## src/rtl/vdec_cfg_pkg.sv

```systemverilog
// Package: register map, field layouts, modes and stream carrier for sync and luma control
package vdec_cfg_pkg;

	// ****************************************
	// Register map
	// ****************************************
	localparam logic [7:0] SUB_SYNC_LOOP  = 8'h08;  // Sync loop configuration
	localparam logic [7:0] SUB_LUMA_PATH  = 8'h09;  // Luma path configuration
	localparam logic [7:0] SYNC_RST_VAL   = 8'h00;  // Sync loop reset value
	localparam logic [7:0] LUMA_RST_VAL   = 8'h00;  // Luma path reset value
	localparam logic [7:0] UNMAPPED_VAL   = 8'h00;  // Read value of any other subaddress

	// ****************************************
	// Serial bus and stream sizing
	// ****************************************
	localparam logic [6:0] DEV_ADDR_DEF   = 7'h21;  // Device address, arbitrary value
	localparam int         FIFO_DEPTH     = 16;     // Luma stream buffer depth

	// ****************************************
	// Decode constants
	// ****************************************
	localparam logic [3:0] SHARP_PLAIN    = 4'h0;   // Plain luma response
	localparam logic [3:0] SHARP_NOTCH    = 4'hd;   // First low-pass code with a notch
	localparam logic [3:0] PEAK_BASE      = 4'h8;   // Peak strength is base minus code
	localparam logic [3:0] LP_STEP        = 4'h1;   // Low-pass level offset
	localparam logic [1:0] DELAY_NTSC     = 2'h1;   // Extra lines for NTSC
	localparam logic [1:0] DELAY_PAL      = 2'h2;   // Extra lines for PAL
	localparam logic [1:0] DELAY_NONE     = 2'h0;   // Pipeline delay only

	// ****************************************
	// Field layouts, MSB first as D7..D0
	// ****************************************
	typedef enum logic [1:0] {
		HL_TV   = 2'b00,
		HL_VTR  = 2'b01,
		HL_RSVD = 2'b10,
		HL_FAST = 2'b11
	} hloop_mode_t;

	typedef enum logic [1:0] {
		VN_NORMAL = 2'b00,
		VN_FAST   = 2'b01,
		VN_FREE   = 2'b10,
		VN_BYPASS = 2'b11
	} vnr_mode_t;

	typedef struct packed {
		logic        auto_field_detect;
		logic        field_rate_select;
		logic        force_field_toggle;
		hloop_mode_t hloop_time_constant;
		logic        hloop_open;
		vnr_mode_t   vertical_noise_mode;
	} sync_cfg_t;

	typedef struct packed {
		logic       trap_comb_bypass;
		logic       adaptive_luma_comb_en;
		logic       extra_line_delay;
		logic       remod_bandwidth_sel;
		logic [3:0] sharpness_select;
	} luma_cfg_t;

	typedef enum logic [1:0] {
		SEP_TRAP   = 2'b00,
		SEP_COMB   = 2'b01,
		SEP_BYPASS = 2'b11
	} luma_sep_t;

	typedef struct packed {
		luma_sep_t  sep;
		logic [7:0] sample;
	} luma_word_t;

	// Serial slave states, Gray along the usual path
	typedef enum logic [3:0] {
		I_IDLE = 4'b0000,
		I_ADDR = 4'b0001,
		I_AACK = 4'b0011,
		I_SUB  = 4'b0010,
		I_SACK = 4'b0110,
		I_WDAT = 4'b0111,
		I_WACK = 4'b0101,
		I_RDAT = 4'b0100,
		I_RACK = 4'b1100
	} i2c_state_t;

endpackage

```

## src/rtl/stream_fifo.sv

```systemverilog
// Module: synchronous valid/ready FIFO for the luma sample stream
`timescale 1ns/10ps
module stream_fifo #(
	parameter int WIDTH = 10,
	parameter int DEPTH = 16
) (
	input  wire logic             clk,
	input  wire logic             rst,
	input  wire logic [WIDTH-1:0] wr_data,
	input  wire logic             wr_valid,
	output logic                  wr_ready,
	output logic      [WIDTH-1:0] rd_data,
	output logic                  rd_valid,
	input  wire logic             rd_ready
);
	localparam int AW = $clog2(DEPTH);

	logic [WIDTH-1:0] mem_q [DEPTH];  // Storage
	logic [AW-1:0]    wp_q;           // Write pointer
	logic [AW-1:0]    rp_q;           // Read pointer
	logic [AW:0]      cnt_q;          // Occupancy
	logic [AW:0]      cnt_d;          // Next occupancy
	logic             ready_q;        // Registered not-full
	logic             push;           // Word accepted
	logic             pop;            // Word drained

	assign push     = wr_valid && ready_q;
	assign pop      = rd_valid && rd_ready;
	assign rd_valid = (cnt_q != '0);
	assign rd_data  = mem_q[rp_q];
	assign wr_ready = ready_q;

	// Occupancy; ready is registered so the source sees a clean flop
	always_comb
	begin
		cnt_d = cnt_q;
		if (push && !pop)
			cnt_d = cnt_q + (AW+1)'(1);
		else if (pop && !push)
			cnt_d = cnt_q - (AW+1)'(1);
	end

	// Pointers and flags
	always_ff @(posedge clk)
	begin
		if (rst)
		begin
			wp_q    <= '0;
			rp_q    <= '0;
			cnt_q   <= '0;
			ready_q <= 1'b1;
		end
		else
		begin
			if (push)
				wp_q <= wp_q + AW'(1);
			if (pop)
				rp_q <= rp_q + AW'(1);
			cnt_q   <= cnt_d;
			ready_q <= (cnt_d < (AW+1)'(DEPTH));
		end
	end

	// Storage has no reset, only written words are ever read
	always_ff @(posedge clk)
	begin
		if (push)
			mem_q[wp_q] <= wr_data;
	end

endmodule

```

## src/rtl/sync_luma_ctrl.sv

```systemverilog
// Module: sync loop and luma path configuration with serial slave and luma stream
// Contract
// - Auto detect field rate, else forced select
// - Field indicator toggles interlaced, or always forced
// - Time constant picks TV, VTR, fast loop
// - Loop bit opens loop, fixes frequency
// - Noise field picks normal, fast, free, bypass
// - Bypass bit removes trap and comb
// - Comb bit chooses comb over trap
// - Delay bit adds one NTSC, two PAL, none in comb mode
// - Bandwidth bit selects narrow or wide notch
// - Codes one to seven apply decreasing peaking
// - High codes low-pass, top three add notch
`timescale 1ns/10ps
module sync_luma_ctrl
	import vdec_cfg_pkg::*;
#(
	parameter logic [6:0] DEV_ADDR = DEV_ADDR_DEF
) (
	input  wire logic  clk,
	input  wire logic  rst,
	input  wire logic  scl_i,
	input  wire logic  sda_i,
	output logic       sda_o,
	output logic       sda_oe,
	input  wire logic  det_field_60,
	input  wire logic  src_interlaced,
	input  wire logic  field_start,
	input  wire logic  std_pal,
	input  wire logic  [7:0] y_in,
	input  wire logic  y_in_valid,
	output logic       y_in_ready,
	output luma_word_t y_out,
	output logic       y_out_valid,
	input  wire logic  y_out_ready,
	output logic       field_60hz,
	output logic       odd_even,
	output hloop_mode_t hloop_mode,
	output logic       hloop_closed,
	output vnr_mode_t  vnr_mode,
	output luma_sep_t  luma_sep,
	output logic [1:0] extra_delay_lines,
	output logic       notch_wide,
	output logic [2:0] peak_level,
	output logic [3:0] lowpass_level,
	output logic       lp_notch_en
);

	// ****************************************
	// Pin synchronisers and edge detect
	// ****************************************
	logic scl_s1_q, scl_s2_q, scl_s3_q;  // Clock pin stages
	logic sda_s1_q, sda_s2_q, sda_s3_q;  // Data pin stages
	logic scl_rise, scl_fall;            // Clock edges
	logic bus_start, bus_stop;           // Bus conditions

	// Two flops per pin, third stage only for edges of the settled value
	always_ff @(posedge clk)
	begin
		if (rst)
		begin
			scl_s1_q <= 1'b1;
			scl_s2_q <= 1'b1;
			scl_s3_q <= 1'b1;
			sda_s1_q <= 1'b1;
			sda_s2_q <= 1'b1;
			sda_s3_q <= 1'b1;
		end
		else
		begin
			scl_s1_q <= scl_i;
			scl_s2_q <= scl_s1_q;
			scl_s3_q <= scl_s2_q;
			sda_s1_q <= sda_i;
			sda_s2_q <= sda_s1_q;
			sda_s3_q <= sda_s2_q;
		end
	end

	assign scl_rise  = scl_s2_q && !scl_s3_q;
	assign scl_fall  = !scl_s2_q && scl_s3_q;
	assign bus_start = scl_s2_q && scl_s3_q && sda_s3_q && !sda_s2_q;
	assign bus_stop  = scl_s2_q && scl_s3_q && !sda_s3_q && sda_s2_q;

	// ****************************************
	// Serial slave
	// ****************************************
	i2c_state_t st_q;       // Slave state
	logic [2:0] cnt_q;      // Bit count within a byte
	logic       done_q;     // Eight bits seen
	logic [7:0] shift_q;    // Shift register
	logic [7:0] sub_q;      // Subaddress pointer
	logic       rw_q;       // Read transfer
	logic       ack_ok_q;   // Master acknowledged read byte
	logic       oe_q;       // Pulling data low
	logic [7:0] rd_cur;     // Read value at pointer
	logic [7:0] rd_nxt;     // Read value at pointer plus one
	logic       wr_en;      // Data byte complete

	sync_cfg_t  sync_q;     // Sync loop configuration
	luma_cfg_t  luma_q;     // Luma path configuration

	// Register read mux; unmapped subaddresses read fixed zero
	function automatic logic [7:0] rd_byte(input logic [7:0] a, input sync_cfg_t s,
		input luma_cfg_t l);
		case (a)
			SUB_SYNC_LOOP: rd_byte = s;
			SUB_LUMA_PATH: rd_byte = l;
			default:       rd_byte = UNMAPPED_VAL;
		endcase
	endfunction

	assign rd_cur = rd_byte(sub_q, sync_q, luma_q);
	assign rd_nxt = rd_byte(sub_q + 8'h01, sync_q, luma_q);
	assign wr_en  = scl_fall && (st_q == I_WDAT) && done_q;

	// Bit level protocol; start and stop win over any edge in progress
	always_ff @(posedge clk)
	begin
		if (rst)
		begin
			st_q     <= I_IDLE;
			cnt_q    <= 3'h0;
			done_q   <= 1'b0;
			shift_q  <= 8'h00;
			sub_q    <= 8'h00;
			rw_q     <= 1'b0;
			ack_ok_q <= 1'b0;
			oe_q     <= 1'b0;
		end
		else if (bus_start)
		begin
			st_q   <= I_ADDR;
			cnt_q  <= 3'h0;
			done_q <= 1'b0;
			oe_q   <= 1'b0;
		end
		else if (bus_stop)
		begin
			st_q   <= I_IDLE;
			done_q <= 1'b0;
			oe_q   <= 1'b0;
		end
		else if (scl_rise)
		begin
			case (st_q)
				I_ADDR, I_SUB, I_WDAT:
				begin
					shift_q <= {shift_q[6:0], sda_s2_q};
					cnt_q   <= cnt_q + 3'h1;
					done_q  <= (cnt_q == 3'h7);
				end
				I_RDAT:
				begin
					cnt_q  <= cnt_q + 3'h1;
					done_q <= (cnt_q == 3'h7);
				end
				I_RACK:
					ack_ok_q <= !sda_s2_q;
				default:
					;
			endcase
		end
		else if (scl_fall)
		begin
			case (st_q)
				I_ADDR:
					if (done_q)
					begin
						done_q <= 1'b0;
						if (shift_q[7:1] == DEV_ADDR)
						begin
							st_q <= I_AACK;
							oe_q <= 1'b1;
							rw_q <= shift_q[0];
						end
						else
							st_q <= I_IDLE;
					end
				I_AACK:
					if (rw_q)
					begin
						st_q    <= I_RDAT;
						shift_q <= rd_cur;
						oe_q    <= !rd_cur[7];
					end
					else
					begin
						st_q <= I_SUB;
						oe_q <= 1'b0;
					end
				I_SUB:
					if (done_q)
					begin
						sub_q  <= shift_q;
						st_q   <= I_SACK;
						oe_q   <= 1'b1;
						done_q <= 1'b0;
					end
				I_SACK:
				begin
					st_q <= I_WDAT;
					oe_q <= 1'b0;
				end
				I_WDAT:
					if (done_q)
					begin
						st_q   <= I_WACK;
						oe_q   <= 1'b1;
						done_q <= 1'b0;
					end
				I_WACK:
				begin
					// Auto increment for burst writes
					st_q  <= I_WDAT;
					oe_q  <= 1'b0;
					sub_q <= sub_q + 8'h01;
				end
				I_RDAT:
					if (done_q)
					begin
						st_q   <= I_RACK;
						oe_q   <= 1'b0;
						done_q <= 1'b0;
					end
					else
					begin
						shift_q <= {shift_q[6:0], 1'b0};
						oe_q    <= !shift_q[6];
					end
				I_RACK:
					if (ack_ok_q)
					begin
						sub_q   <= sub_q + 8'h01;
						st_q    <= I_RDAT;
						shift_q <= rd_nxt;
						oe_q    <= !rd_nxt[7];
					end
					else
						st_q <= I_IDLE;
				default:
					st_q <= I_IDLE;
			endcase
		end
	end

	// Open-drain pin, only ever pulled low
	always_ff @(posedge clk)
	begin
		if (rst)
		begin
			sda_o  <= 1'b0;
			sda_oe <= 1'b0;
		end
		else
		begin
			sda_o  <= 1'b0;
			sda_oe <= oe_q;
		end
	end

	// ****************************************
	// Configuration registers
	// ****************************************
	// Codes software should not use are stored as written; decode copes
	always_ff @(posedge clk)
	begin
		if (rst)
		begin
			sync_q <= SYNC_RST_VAL;
			luma_q <= LUMA_RST_VAL;
		end
		else if (wr_en)
		begin
			if (sub_q == SUB_SYNC_LOOP)
				sync_q <= shift_q;
			if (sub_q == SUB_LUMA_PATH)
				luma_q <= shift_q;
		end
	end

	// ****************************************
	// Sync loop decode
	// ****************************************
	always_ff @(posedge clk)
	begin
		if (rst)
		begin
			field_60hz   <= 1'b0;
			hloop_mode   <= HL_FAST;
			hloop_closed <= 1'b1;
			vnr_mode     <= VN_NORMAL;
		end
		else
		begin
			// Detector result or forced rate
			field_60hz <= sync_q.auto_field_detect ? det_field_60
				: sync_q.field_rate_select;
			// Reserved code falls back to the fast locking loop
			hloop_mode <= (sync_q.hloop_time_constant == HL_RSVD) ? HL_FAST
				: sync_q.hloop_time_constant;
			hloop_closed <= !sync_q.hloop_open;
			vnr_mode     <= sync_q.vertical_noise_mode;
		end
	end

	// Field indicator; a non-interlaced source holds it unless forced
	always_ff @(posedge clk)
	begin
		if (rst)
			odd_even <= 1'b0;
		else if (field_start && (src_interlaced || sync_q.force_field_toggle))
			odd_even <= !odd_even;
	end

	// ****************************************
	// Luma path decode
	// ****************************************
	luma_sep_t sep_d;  // Current separation choice

	always_comb
	begin
		if (luma_q.trap_comb_bypass)
			sep_d = SEP_BYPASS;
		else if (luma_q.adaptive_luma_comb_en)
			sep_d = SEP_COMB;
		else
			sep_d = SEP_TRAP;
	end

	always_ff @(posedge clk)
	begin
		if (rst)
		begin
			luma_sep          <= SEP_TRAP;
			extra_delay_lines <= DELAY_NONE;
			notch_wide        <= 1'b0;
			peak_level        <= 3'h0;
			lowpass_level     <= 4'h0;
			lp_notch_en       <= 1'b0;
		end
		else
		begin
			luma_sep <= sep_d;
			// Comb mode carries its own line memory delay
			if (luma_q.extra_line_delay && sep_d != SEP_COMB)
				extra_delay_lines <= std_pal ? DELAY_PAL : DELAY_NTSC;
			else
				extra_delay_lines <= DELAY_NONE;
			notch_wide <= luma_q.remod_bandwidth_sel;
			// Peak 7 is the strongest boost, 1 the weakest
			if (!luma_q.sharpness_select[3] && luma_q.sharpness_select != SHARP_PLAIN)
				peak_level <= 3'(PEAK_BASE - luma_q.sharpness_select);
			else
				peak_level <= 3'h0;
			// Low-pass 1 is mildest, 8 the narrowest
			if (luma_q.sharpness_select[3])
				lowpass_level <= {1'b0, luma_q.sharpness_select[2:0]} + LP_STEP;
			else
				lowpass_level <= 4'h0;
			lp_notch_en <= (luma_q.sharpness_select >= SHARP_NOTCH);
		end
	end

	// ****************************************
	// Luma stream buffer
	// ****************************************
	luma_word_t fifo_out;    // Head of buffer
	logic       fifo_valid;  // Buffer not empty
	logic       fifo_take;   // Output stage accepts

	// Each sample is tagged with the path it was taken under
	stream_fifo #(
		.WIDTH ($bits(luma_word_t)),
		.DEPTH (FIFO_DEPTH)
	) u_fifo (
		.clk      (clk),
		.rst      (rst),
		.wr_data  ({sep_d, y_in}),
		.wr_valid (y_in_valid),
		.wr_ready (y_in_ready),
		.rd_data  (fifo_out),
		.rd_valid (fifo_valid),
		.rd_ready (fifo_take)
	);

	assign fifo_take = !y_out_valid || y_out_ready;

	// Output register stage so the sink sees flops only
	always_ff @(posedge clk)
	begin
		if (rst)
		begin
			y_out_valid <= 1'b0;
			y_out       <= '0;
		end
		else if (fifo_take)
		begin
			y_out_valid <= fifo_valid;
			if (fifo_valid)
				y_out <= fifo_out;
		end
	end
endmodule

```

## config.mk

```make
export PLATFORM = sky130hd
export DESIGN_NAME = sync_luma_ctrl
export DESIGN_NICKNAME = d
export VERILOG_FILES = /design/src/rtl/vdec_cfg_pkg.sv /design/src/rtl/stream_fifo.sv /design/src/rtl/sync_luma_ctrl.sv
export SDC_FILE = /design/constraint.sdc
export NUM_CORES = 1
export LEC_CHECK = 0
export BUFFER_PORTS_ARGS = -buffer_cell sky130_fd_sc_hd__buf_2
export CAP_MARGIN = 10
export CELL_PAD_IN_SITES_DETAIL_PLACEMENT = 2
export CELL_PAD_IN_SITES_GLOBAL_PLACEMENT = 2
export CORE_ASPECT_RATIO = 0.8
export CORE_MARGIN = 4
export CORE_UTILIZATION = 30
export DETAILED_ROUTE_END_ITERATION = 7
export MAX_ROUTING_LAYER = met4
export PLACE_DENSITY = 0.59
export SYNTH_ARGS = -nofsm -noshare
export SYNTH_HDL_FRONTEND = slang
export SYNTH_HIERARCHICAL = 1
export SYNTH_SLANG_ARGS = --single-unit
```

## constraint.sdc

```tcl
create_clock -name clk -period 3.39 [get_ports clk]
set_input_delay 0.339 -clock clk [delete_from_list [all_inputs] [get_ports clk]]
set_output_delay 0.339 -clock clk [all_outputs]
set_load 0.01 [all_outputs]
```

* After elaboration in Yosys (flattened, before gate mapping)
Memory sizes are Yosys's and may differ from the RTL's. A register that Yosys moved wholly into a read port is not among the register bits. Index checks and enable logic that the tools add are counted.
Operators by class: add/subtract/negate cells 8, multipliers 0, div/mod/pow operators 0, magnitude comparators 2, equal/unequal tests 34, shift operators 0, mux-type cells 43, bitwise gates (word level) 6, reductions and logical operators 60
Operators by type and width (number):
- two-way mux 8 bit | 8
- one-hot mux 8 bit (3 select lines) | 2
- equality test 8 x 4 -> 1 bit (second input constant) | 4
- one-hot mux 8 bit (2 select lines) | 2
- one-hot mux 4 bit (7 select lines) | 1
- AND reduction 7 bit | 3
- two-way mux 1 bit | 18
- equality test 4 x 3 -> 1 bit (second input constant) | 4
- logical AND 1 bit | 16
- two-way mux 4 bit | 4
- inequality test 2 bit (second input constant) | 8
- inequality test 4 bit (second input constant) | 4
- OR reduction 2 bit | 7
- logical NOT 1 bit | 13
- AND reduction 6 bit | 2
- two-way mux 5 bit | 2
- inequality test 3 bit (second input constant) | 3
- adder 4 x 1 -> 4 bit (second input constant) | 2
- adder 8 x 1 -> 8 bit (second input constant) | 1
- equality test 4 x 2 -> 1 bit (second input constant) | 2
- AND reduction 8 bit | 1
- nonzero test 4 bit | 2
- equality test 7 x 6 -> 1 bit (second input constant) | 1
- two-way mux 2 bit | 3
- other kinds (26) | 40
Word-level totals: flip-flop bits (word level) 85, latch bits 0, memory bits (writable) 160, ROM bits 0, input port bits 18, output and inout port bits 34, logic and storage cells 197, memories 1
Memory list:
- u_fifo.mem_q | words 16, width 10, read ports 1, clocked after memory_dff 1, wr ports 1, RTL line stream_fifo.sv:18 | logic [WIDTH-1:0] mem_q [DEPTH];

* Depth between registers and ports, before layout
Gate-level depths: netlist (run 1).
word-level depth 8, depth in mapped cells 11

* Cells and area by module
The synthesis (run 1) kept the hierarchy.
By module, submodules not included:
- stream_fifo | times used 1, cells each 375, area an instance 7009.2 µm², sequential area each 5165.0 µm²
- sync_luma_ctrl | times used 1, cells each 492, area an instance 4250.3 µm², sequential area each 1621.6 µm²

* Worst setup path after synthesis (run 1)
No wires, ideal clock.
path kind register to register, start register u_fifo.cnt_q[0], end register (tool-made name), library setup time 122 ps, arrival time 2173 ps, setup slack 1095 ps, cell stages (with the launch flop) 12, period minus slack after synthesis 2295 ps, cell sequence dfxtp_1 > inv_1 > ha_1 > or4b_4 > buf_6 > nand2_4 > inv_1 > ha_1 > clkbuf_1 > nor3_1 > nor3_1 > a21oi_1
RTL lines:
- start: declaration | RTL line stream_fifo.sv:21 | logic [AW:0] cnt_q;
- start signal: assignment | RTL line stream_fifo.sv:59 | cnt_q <= cnt_d;

* Worst setup path after layout (run 1)
start register u_fifo.cnt_q[0], end register u_fifo.cnt_q[3]
Between the ends: longest elaborated chain between the ends 5, elaborated cells between the ends (all ways) 9, classes of those cells 2 x add/sub; 2 x mux; 5 x reduce/logical
RTL lines:
- nonzero test 5 bit * | RTL line stream_fifo.sv:29 | assign rd_valid = (cnt_q != '0);
- named net fifo_valid | RTL line sync_luma_ctrl.sv:369 | logic fifo_valid;
- logical AND 1 bit * | RTL line stream_fifo.sv:28 | assign pop = rd_valid && rd_ready;
- logical AND 1 bit or logical NOT 1 bit (tied branches) | RTL line stream_fifo.sv:39, stream_fifo.sv:37
- two-way mux 5 bit or logical AND 1 bit (tied branches) | RTL line stream_fifo.sv:39, stream_fifo.sv:37
- two-way mux 5 bit * | RTL line stream_fifo.sv:37 | if (push && !pop)
The timed path passes the listed nets; every way through them passes the cells marked *. A chain may end at the register's enable or synchronous reset.

==> flow_summary_export.csv, run 1 <==
group,metric,value,unit
layout,fill_cells,3859,
critical_path,crit_path_end_kind,"flip-flop",
timing,tightest_slew,0.989,ns
timing,period_minus_slack,2.56,ns
synth,synth_flop_cell,"edfxtp_1",
critical_path,crit_path_start_kind,"flip-flop",
synth,avgSynthCellArea,13.0,sq um
drt,postRouteWirelength,32.5,mm
timing,grt_setup_unrepaired,"false",
synth,syn_area,11300,sq um
drt,via_per_inst,5.13,
grt,antenna_found_initial,0,
critical_path,rr_worst_depth,9,
min_path,min_from,"det_field_60",
clock_network,cts.sinks,259,
synth,synth_edf_count,160,
synth,synthArstFlopShare,0,%
min_path,hold_depth,3,
floorplan,coreArea,37000,sq um
critical_path,crit_fanout,17,
run_status,status,"finished clean",
synth,yosysTopAreaCellShare,42.7,%
critical_path,rr_startpoint,"u_fifo/cnt_q[0]",
drt,drc,0,
min_path,min_to,"field_60hz",
timing,clock.fmax,391,MHz
clock_network,post_cts_resized,0,
drt,avgRoutedWirePerCell,22.6,um
power,p_per_area,653,nW/um^2
critical_path,required,3.87,ns
drt,num_vias,7382,
critical_path,cp.arrival,3.04,ns
grt,grt_max_degree,68,
synth,seq_area_frac_synth,60.3,%
floorplan,rows,63,
synth,synth_top_area_cell,"edfxtp_1",
synth,synth.net_count,906,
timing,slew_viol_final,0,
clock_network,clockBufferDepth,3,
timing,min_period_over_period,75.4,%
synth,synth_cell_type_count,81,
floorplan,dieArea,40700,sq um
critical_path,path_cells,"inv_1, ha_1, or4b_4, nand2_4, inv_1, ha_1, nor4_1, a31oi_1, a31oi_1",
timing,worst_clock_skew,0.0124,ns
critical_path,rrSetupSlack,0.83,ns
timing,final-setup-viol-count,0,
min_path,hp-class,"input pin to flip-flop",
synth,ys_seq_elements,259,
floorplan,chipHeight,181,um
drt,drtIter0Drc,446,
grt,grt_pass1_vias,7942,
timing,slew_headroom,33.9,%
power,power.leakage,4.55,nW
clock_network,ctsRootBufferMaster,"clkbuf_16",
clock_network,cts_made_buffers,30,
layout,antenna_cells,0,
synth,yosysWarnings,6,
grt,grt_first_pass_wirelength,49.9,mm
clock_network,h-tree-depth,1,
synth,syn_inst,867,
critical_path,crit_path_top_delay_cell,"or4b_4",
run,maxCapViolations,0,
clock_network,cts_tree,"yes",
critical_path,r2r_end,"u_fifo/cnt_q[3]",
layout,mostFrequentLayoutCells,"edfxtp_1 (160), dfxtp_1 (97), nor2_1 (71)",
clock_network,clk_latency,0.56,ns
layout,final_common_cell,"edfxtp_1",
clock_network,clk_pin_slew_worst_paths,0.06,ns
grt,grt_remaining_overflow,0,
critical_path,critPathTopFamily,"simple AND/OR/NAND/NOR gates",
floorplan,initial_utilization,30.4,%
grt,grt_usage,16.3,%
timing,tns,0,ns
synth,synth.area.top_cells,"edfxtp_1 (43%), dfxtp_1 (18%), mux4_2 (8.0%)",
layout,drive_gt1_share,21.3,%
drt,dr.pass1.iters,4,
power,irDropWorstVdd,0.357,mV
critical_path,critPathBufInv,2,
place,gp_congestion,0.743,
drt,ant_nets,0,
layout,area_growth,16.2,%
timing,hold_slack,0.101,ns
layout,finalNetCount,968,
place,io_buffers,50,
timing,final_hold_viol_count,0,
place,dp_hpwl,21.9,mm
critical_path,critPathKind,"flip-flop to flip-flop",
floorplan,num_io_pins,52,
floorplan,die_x,225,um
critical_path,cpPeakStageDelay,0.62,ns
## timing repair
item | in CTS | in global routing
setup endpoints to repair | 0 | 0
endpoints found under the hold margin | 3 | 0
hold buffers | 3 | 0
buffers inserted | 0 | 0
## worst max path at each step
| stage | startpoint | end | slack, ns | cells past startpoint |
|---|---|---|---|---|
| 2_1_floorplan | u_fifo/cnt_q[0] | flip-flop | 1.09 | 11 |
| 3_3_place_gp | u_fifo/cnt_q[0] | u_fifo/cnt_q[3] | 0.86 | 9 |
| 3_5_place_dp | u_fifo/cnt_q[0] | u_fifo/wr_ready | 0.84 | 9 |
| 4_1_cts | u_fifo/cnt_q[0] | u_fifo/wr_ready | 0.79 | 9 |
| 5_1_grt | u_fifo/cnt_q[0] | u_fifo/wr_ready | 0.63 | 9 |
| 6_report | u_fifo/cnt_q[0] | u_fifo/cnt_q[3] | 0.83 | 9 |
## routing by layer
metal,up-vias,GRT usage (%),part of all wire [%]
met3,42,2.65,3.7
met4,0,3.18,1.8
met5,-,-,0
met2,103,24.4,44
met1,3828,23.5,50
li1,3409,-,-
## synthesized netlist by cell type (4+ instances only)
master     number
or2_2           9
a31oi_1        14
a2111oi_0       6
xnor2_1         6
nand4_1        10
nor2b_1        18
clkbuf_1       26
nand2_1        51
buf_4           4
nor2_1         71
edfxtp_1      160
a22oi_1        35
or3_1           8
inv_1          19
a21o_1          6
buf_6           6
nand3_1        28
nand2b_1       14
dfxtp_1        99
buf_2          15
mux2i_1        22
and3_1          6
xor2_1         10
o21ai_1        15
buf_1           5
and2_1          4
a21oi_1        36
mux4_2         40
o21ai_0        19
nor3_1         13
ha_1           21
## state kept, by name, indices dropped and copies added, names as in the netlist, 3 cells and up, named ones only
signal	flops
y_out	10
lowpass_level	4
shift_q	8
peak_level	3
u_fifo/wp_q	4
sync_q	8
u_fifo/mem_q	160
sub_q	8
cnt_q	3
luma_q	8
u_fifo/rp_q	4
u_fifo/cnt_q	4
st_q	4
## where the power goes
group	switching (mW)	internal (mW)	leakage (nW)	total [mW]
Combinational	0.901	0.715	1.83	1.62
Clock	1.33	1.82	0.466	3.15
Sequential	0.255	3.53	2.26	3.78
Total	2.49	6.06	4.55	8.54
## logic make-up after synthesis
| family | Yosys count | share of synthesized area (%) |
|---|---|---|
| simple gates | 267 | 12.7 |
| flops | 259 | 60.3 |
| compound gates | 162 | 9.89 |
| buf+inv | 77 | 3.27 |
| mux | 63 | 10.1 |
| fa+ha+maj | 21 | 2.33 |
| xor+xnor | 17 | 1.44 |
| other cells | 1 | 0.0333 |
## worst reg2reg max path, cell delays in order (launching register included)
cell,delay (ns)
dfxtp_1,0.36
inv_1,0.08
ha_1,0.19
or4b_4,0.62
nand2_4,0.16
inv_1,0.05
ha_1,0.44
nor4_1,0.33
a31oi_1,0.07
a31oi_1,0.19
## through the flow
step	power, mW	utilization [%]	cells	cell area, sq um	worst slack (ns)
finish	8.54	35.3	1440	13100	0.832
detailed placement	5.48	32.6	1381	12100	0.841
global placement	5.45	32.6	1381	12100	0.865
CTS	8.69	35.3	1440	13100	0.792
global route	8.98	35.3	1440	13100	0.635
floorplan	4.89	-	867	11300	1.09
## layout make-up
class	instances	area, sq um	area share, %
flip-flops and latches	259	6790	51.9
multi-input cells	531	4110	31.4
clock buffers	34	787	6.02
well taps	487	609	4.66
repair buffers	86	543	4.15
clock inverters	22	166	1.27
inverters	21	78.8	0.603
(Power assumes the default switching activity.)
==> inputs of run 2 (changes only) <==
ABC_AREA = 1   (was unset)
PLACE_DENSITY = 0.68   (was 0.59)
clock period = 2.19 ns   (was 3.39 ns; I/O delays follow)
==> run 2 against run 1 <==
Global-route usage is 2.1 points higher. Flip-flop and latch count unchanged. Hold slack got worse by 0.055 ns. Register-to-register slack lost 0.63 ns. Setup slack lost 0.63 ns. Via count grew 29%. Largest power group unchanged.
==> flow_summary_export.csv, run 2 <==
group,metric,value,unit
run_status,status,"finished clean",
critical_path,required,2.63,ns
synth,synth_edf_count,160,
critical_path,rr_startpoint,"u_fifo/cnt_q[0]",
critical_path,critPathKind,"flip-flop to flip-flop",
timing,tns,0,ns
place,io_buffers,50,
grt,use_met1,25.2,%
timing,final_hold_viol_count,0,
grt,top_usage_layer,"met2",
floorplan,dieArea,42800,sq um
grt,grt_max_degree,63,
grt,grt_use_met3,2.45,%
synth,synthMostInstantiatedCell,"nand2_1",
drt,ant_nets,0,
power,internal-power,9.41,mW
timing,grt_setup_unrepaired,"false",
synth,synth_flop_cell,"edfxtp_1",
drt,drtIter0Drc,443,
critical_path,path_cells,"inv_1, ha_1, nand3_4, nand2_4, inv_4, ha_1, inv_2, o21ai_0, a21oi_1",
timing,slew_viol_final,0,
layout,largest_reg_flops,160,
drt,avgRoutedWirePerCell,19.2,um
run,maxCapViolations,0,
synth,yosysWarnings,6,
synth,avgSynthCellArea,8.77,sq um
place,gp_congestion,0.804,
synth,synth_cell_type_count,47,
clock_network,clockBufferDepth,3,
clock_network,h-tree-depth,1,
critical_path,path_common_cell,"ha_1",
synth,syn_area,11900,sq um
synth,yosysTopAreaCellShare,40.5,%
layout,top_regs,"u_fifo/mem_q: 160 flops, y_out: 10 flops",
grt,grt_remaining_overflow,0,
critical_path,cpPeakStageDelay,0.40,ns
synth,seq_area_frac_synth,57.2,%
layout,final_common_cell,"nand2_1",
floorplan,rows,64,
critical_path,rrSetupSlack,0.20,ns
critical_path,crit_path_end_kind,"flip-flop",
clock_network,clk_pin_slew_worst_paths,0.06,ns
power,switching_power,4.74,mW
timing,final_critical_path_setup_slack,0.201,ns
power,p_per_area,1020,nW/um^2
clock_network,cts.sinks,259,
layout,mostFrequentLayoutCells,"nand2_1 (364), inv_1 (193), edfxtp_1 (160)",
timing,min_period_over_period,90.8,%
critical_path,crit_path_end,"u_fifo/cnt_q[2]",
floorplan,num_io_pins,52,
critical_path,crit_path_start_kind,"flip-flop",
floorplan,coreArea,38700,sq um
grt,grt_usage,18.4,%
floorplan,die_x,230,um
layout,area_growth,16.7,%
synth,synth_commonest_cells,"nand2_1 (364), inv_1 (194), edfxtp_1 (160)",
critical_path,r2r_end,"u_fifo/cnt_q[2]",
layout,regMostFlops,"u_fifo/mem_q",
power,clkPwrFrac,34.7,%
grt,use_met2,29.4,%
drt,postRouteWirelength,38.0,mm
power,p_sw_share,33.5,%
clock_network,cts_tree,"yes",
critical_path,crit_path_top_delay_cell,"ha_1",
critical_path,rr_worst_depth,9,
timing,clock.fmax,503,MHz
power,combPwrFrac,25.2,%
grt,antenna_found_initial,0,
min_path,hp-class,"input pin to flip-flop",
layout,finalNetCount,1469,
synth,ys_seq_elements,259,
synth,synth.net_count,1392,
critical_path,cp.arrival,2.43,ns
timing,period_minus_slack,1.99,ns
power,irDropWorstVdd,0.614,mV
clock_network,cts_made_buffers,29,
critical_path,crit_path_start,"u_fifo/cnt_q[0]",
drt,dr.pass1.iters,4,
synth,syn_inst,1353,
synth,synth_top_area_cell,"edfxtp_1",
clock_network,cts_setup_buffers,0,
place,dp_hpwl,26.1,mm
drt,num_vias,9559,
layout,drive_gt1_share,12.6,%
floorplan,initial_utilization,30.7,%
floorplan,chipHeight,186,um
timing,slew_headroom,42.4,%
drt,via_per_inst,4.83,
timing,final-setup-viol-count,0,
layout,antenna_cells,0,
power,power.leakage,5.91,nW
critical_path,crit_fanout,6,
synth,synth.area.top_cells,"edfxtp_1 (40%), dfxtp_1 (17%), nand2_1 (12%)",
place,place_ws,0.139,ns
timing,worst_clock_skew,0.00725,ns
clock_network,clk_latency,0.56,ns
clock_network,ctsRootBufferMaster,"clkbuf_16",
power,seqPwrFrac,40.1,%
synth,synthArstFlopShare,0,%
grt,grt_pass1_vias,10500,
grt,grt_first_pass_wirelength,60.0,mm
timing,tightest_slew,0.862,ns
drt,drc,0,
## run 2: critical path, delay by kind of cell, from the launching register on
| kind | cells | cell delay [ns] |
|---|---|---|
| simple gates | 2 | 0.26 |
| fa+ha+maj | 2 | 0.72 |
| flops | 1 | 0.36 |
| buf+inv | 3 | 0.29 |
| compound gates | 2 | 0.24 |
## run 2: power by group through the flow
stage / Clock (mW) / Sequential [mW] / Combinational [mW]
global placement: 0 / 5.77 / 3.47
global route: 5.27 / 5.71 / 4.04
floorplan: 0 / 5.71 / 2.43
detailed placement: 0 / 5.79 / 3.60
CTS: 5.07 / 5.69 / 3.64
finish: 4.91 / 5.68 / 3.57
## run 2: worst min-delay path by stage
stage / start / end / slack (ns) / cells past startpoint
6_report: y_in_valid / u_fifo/wp_q[0] / 0.05 / 3
5_1_grt: y_in_valid / u_fifo/wp_q[0] / 0.05 / 3
4_1_cts: src_interlaced / odd_even / 0.01 / 4
3_5_place_dp: sda_s1_q / sda_s2_q / 0.40 / 1
3_3_place_gp: std_pal / extra_delay_lines[0] / 0.40 / 2
2_1_floorplan: std_pal / extra_delay_lines[0] / 0.29 / 1
## run 2: cells by family (layout without fill, tap and decap cells)
logic type,Yosys count,in the layout,share of synthesized area (%)
simple gates,653,653,24.1
flops,259,259,57.2
buf+inv,258,357,9.30
compound gates,158,158,6.96
fa+ha+maj,21,21,2.21
xor+xnor,3,3,0.222
other cells,1,1,0.0316
## run 2: per-layer routing
layer	vias to the layer above	part of all wire [%]
met5	-	0
met3	52	2.7
met2	113	45
met4	0	2.0
met1	4839	50
li1	4555	-
## run 2: cell type report
| type | instances | area, sq um |
|---|---|---|
| Fill cell | 4317 | 24800 |
| Timing Repair Buffer | 100 | 666 |
| Clock inverter | 19 | 200 |
| Clock buffer | 34 | 744 |
| Tap cell | 528 | 661 |
| Multi-Input combinational cell | 836 | 4010 |
| Inverter | 204 | 773 |
| Sequential cell | 259 | 6790 |
## run 2: repair_timing
| action | 4_1_cts | 5_1_grt |
|---|---|---|
| endpoints found under the setup margin | 0 | 13 |
| endpoints found under the hold margin | 6 | 0 |
| resized for setup | 0 | 12 |
| hold buffers | 6 | 0 |
## run 2: per-stage QoR
| stage | total power, mW | instance area (sq um) | hold slack [ns] | util, % | std cells |
|---|---|---|---|---|---|
| 4_1_cts | 14.4 | 13800 | 0.0123 | 35.7 | 1980 |
| 2_1_floorplan | 8.14 | 11900 | 0.291 | - | 1353 |
| 3_3_place_gp | 9.24 | 12800 | 0.400 | 33.1 | 1921 |
| 6_report | 14.2 | 13800 | 0.0461 | 35.8 | 1980 |
| 3_5_place_dp | 9.39 | 12800 | 0.397 | 33.1 | 1921 |
| 5_1_grt | 15.0 | 13800 | 0.0476 | 35.8 | 1980 |
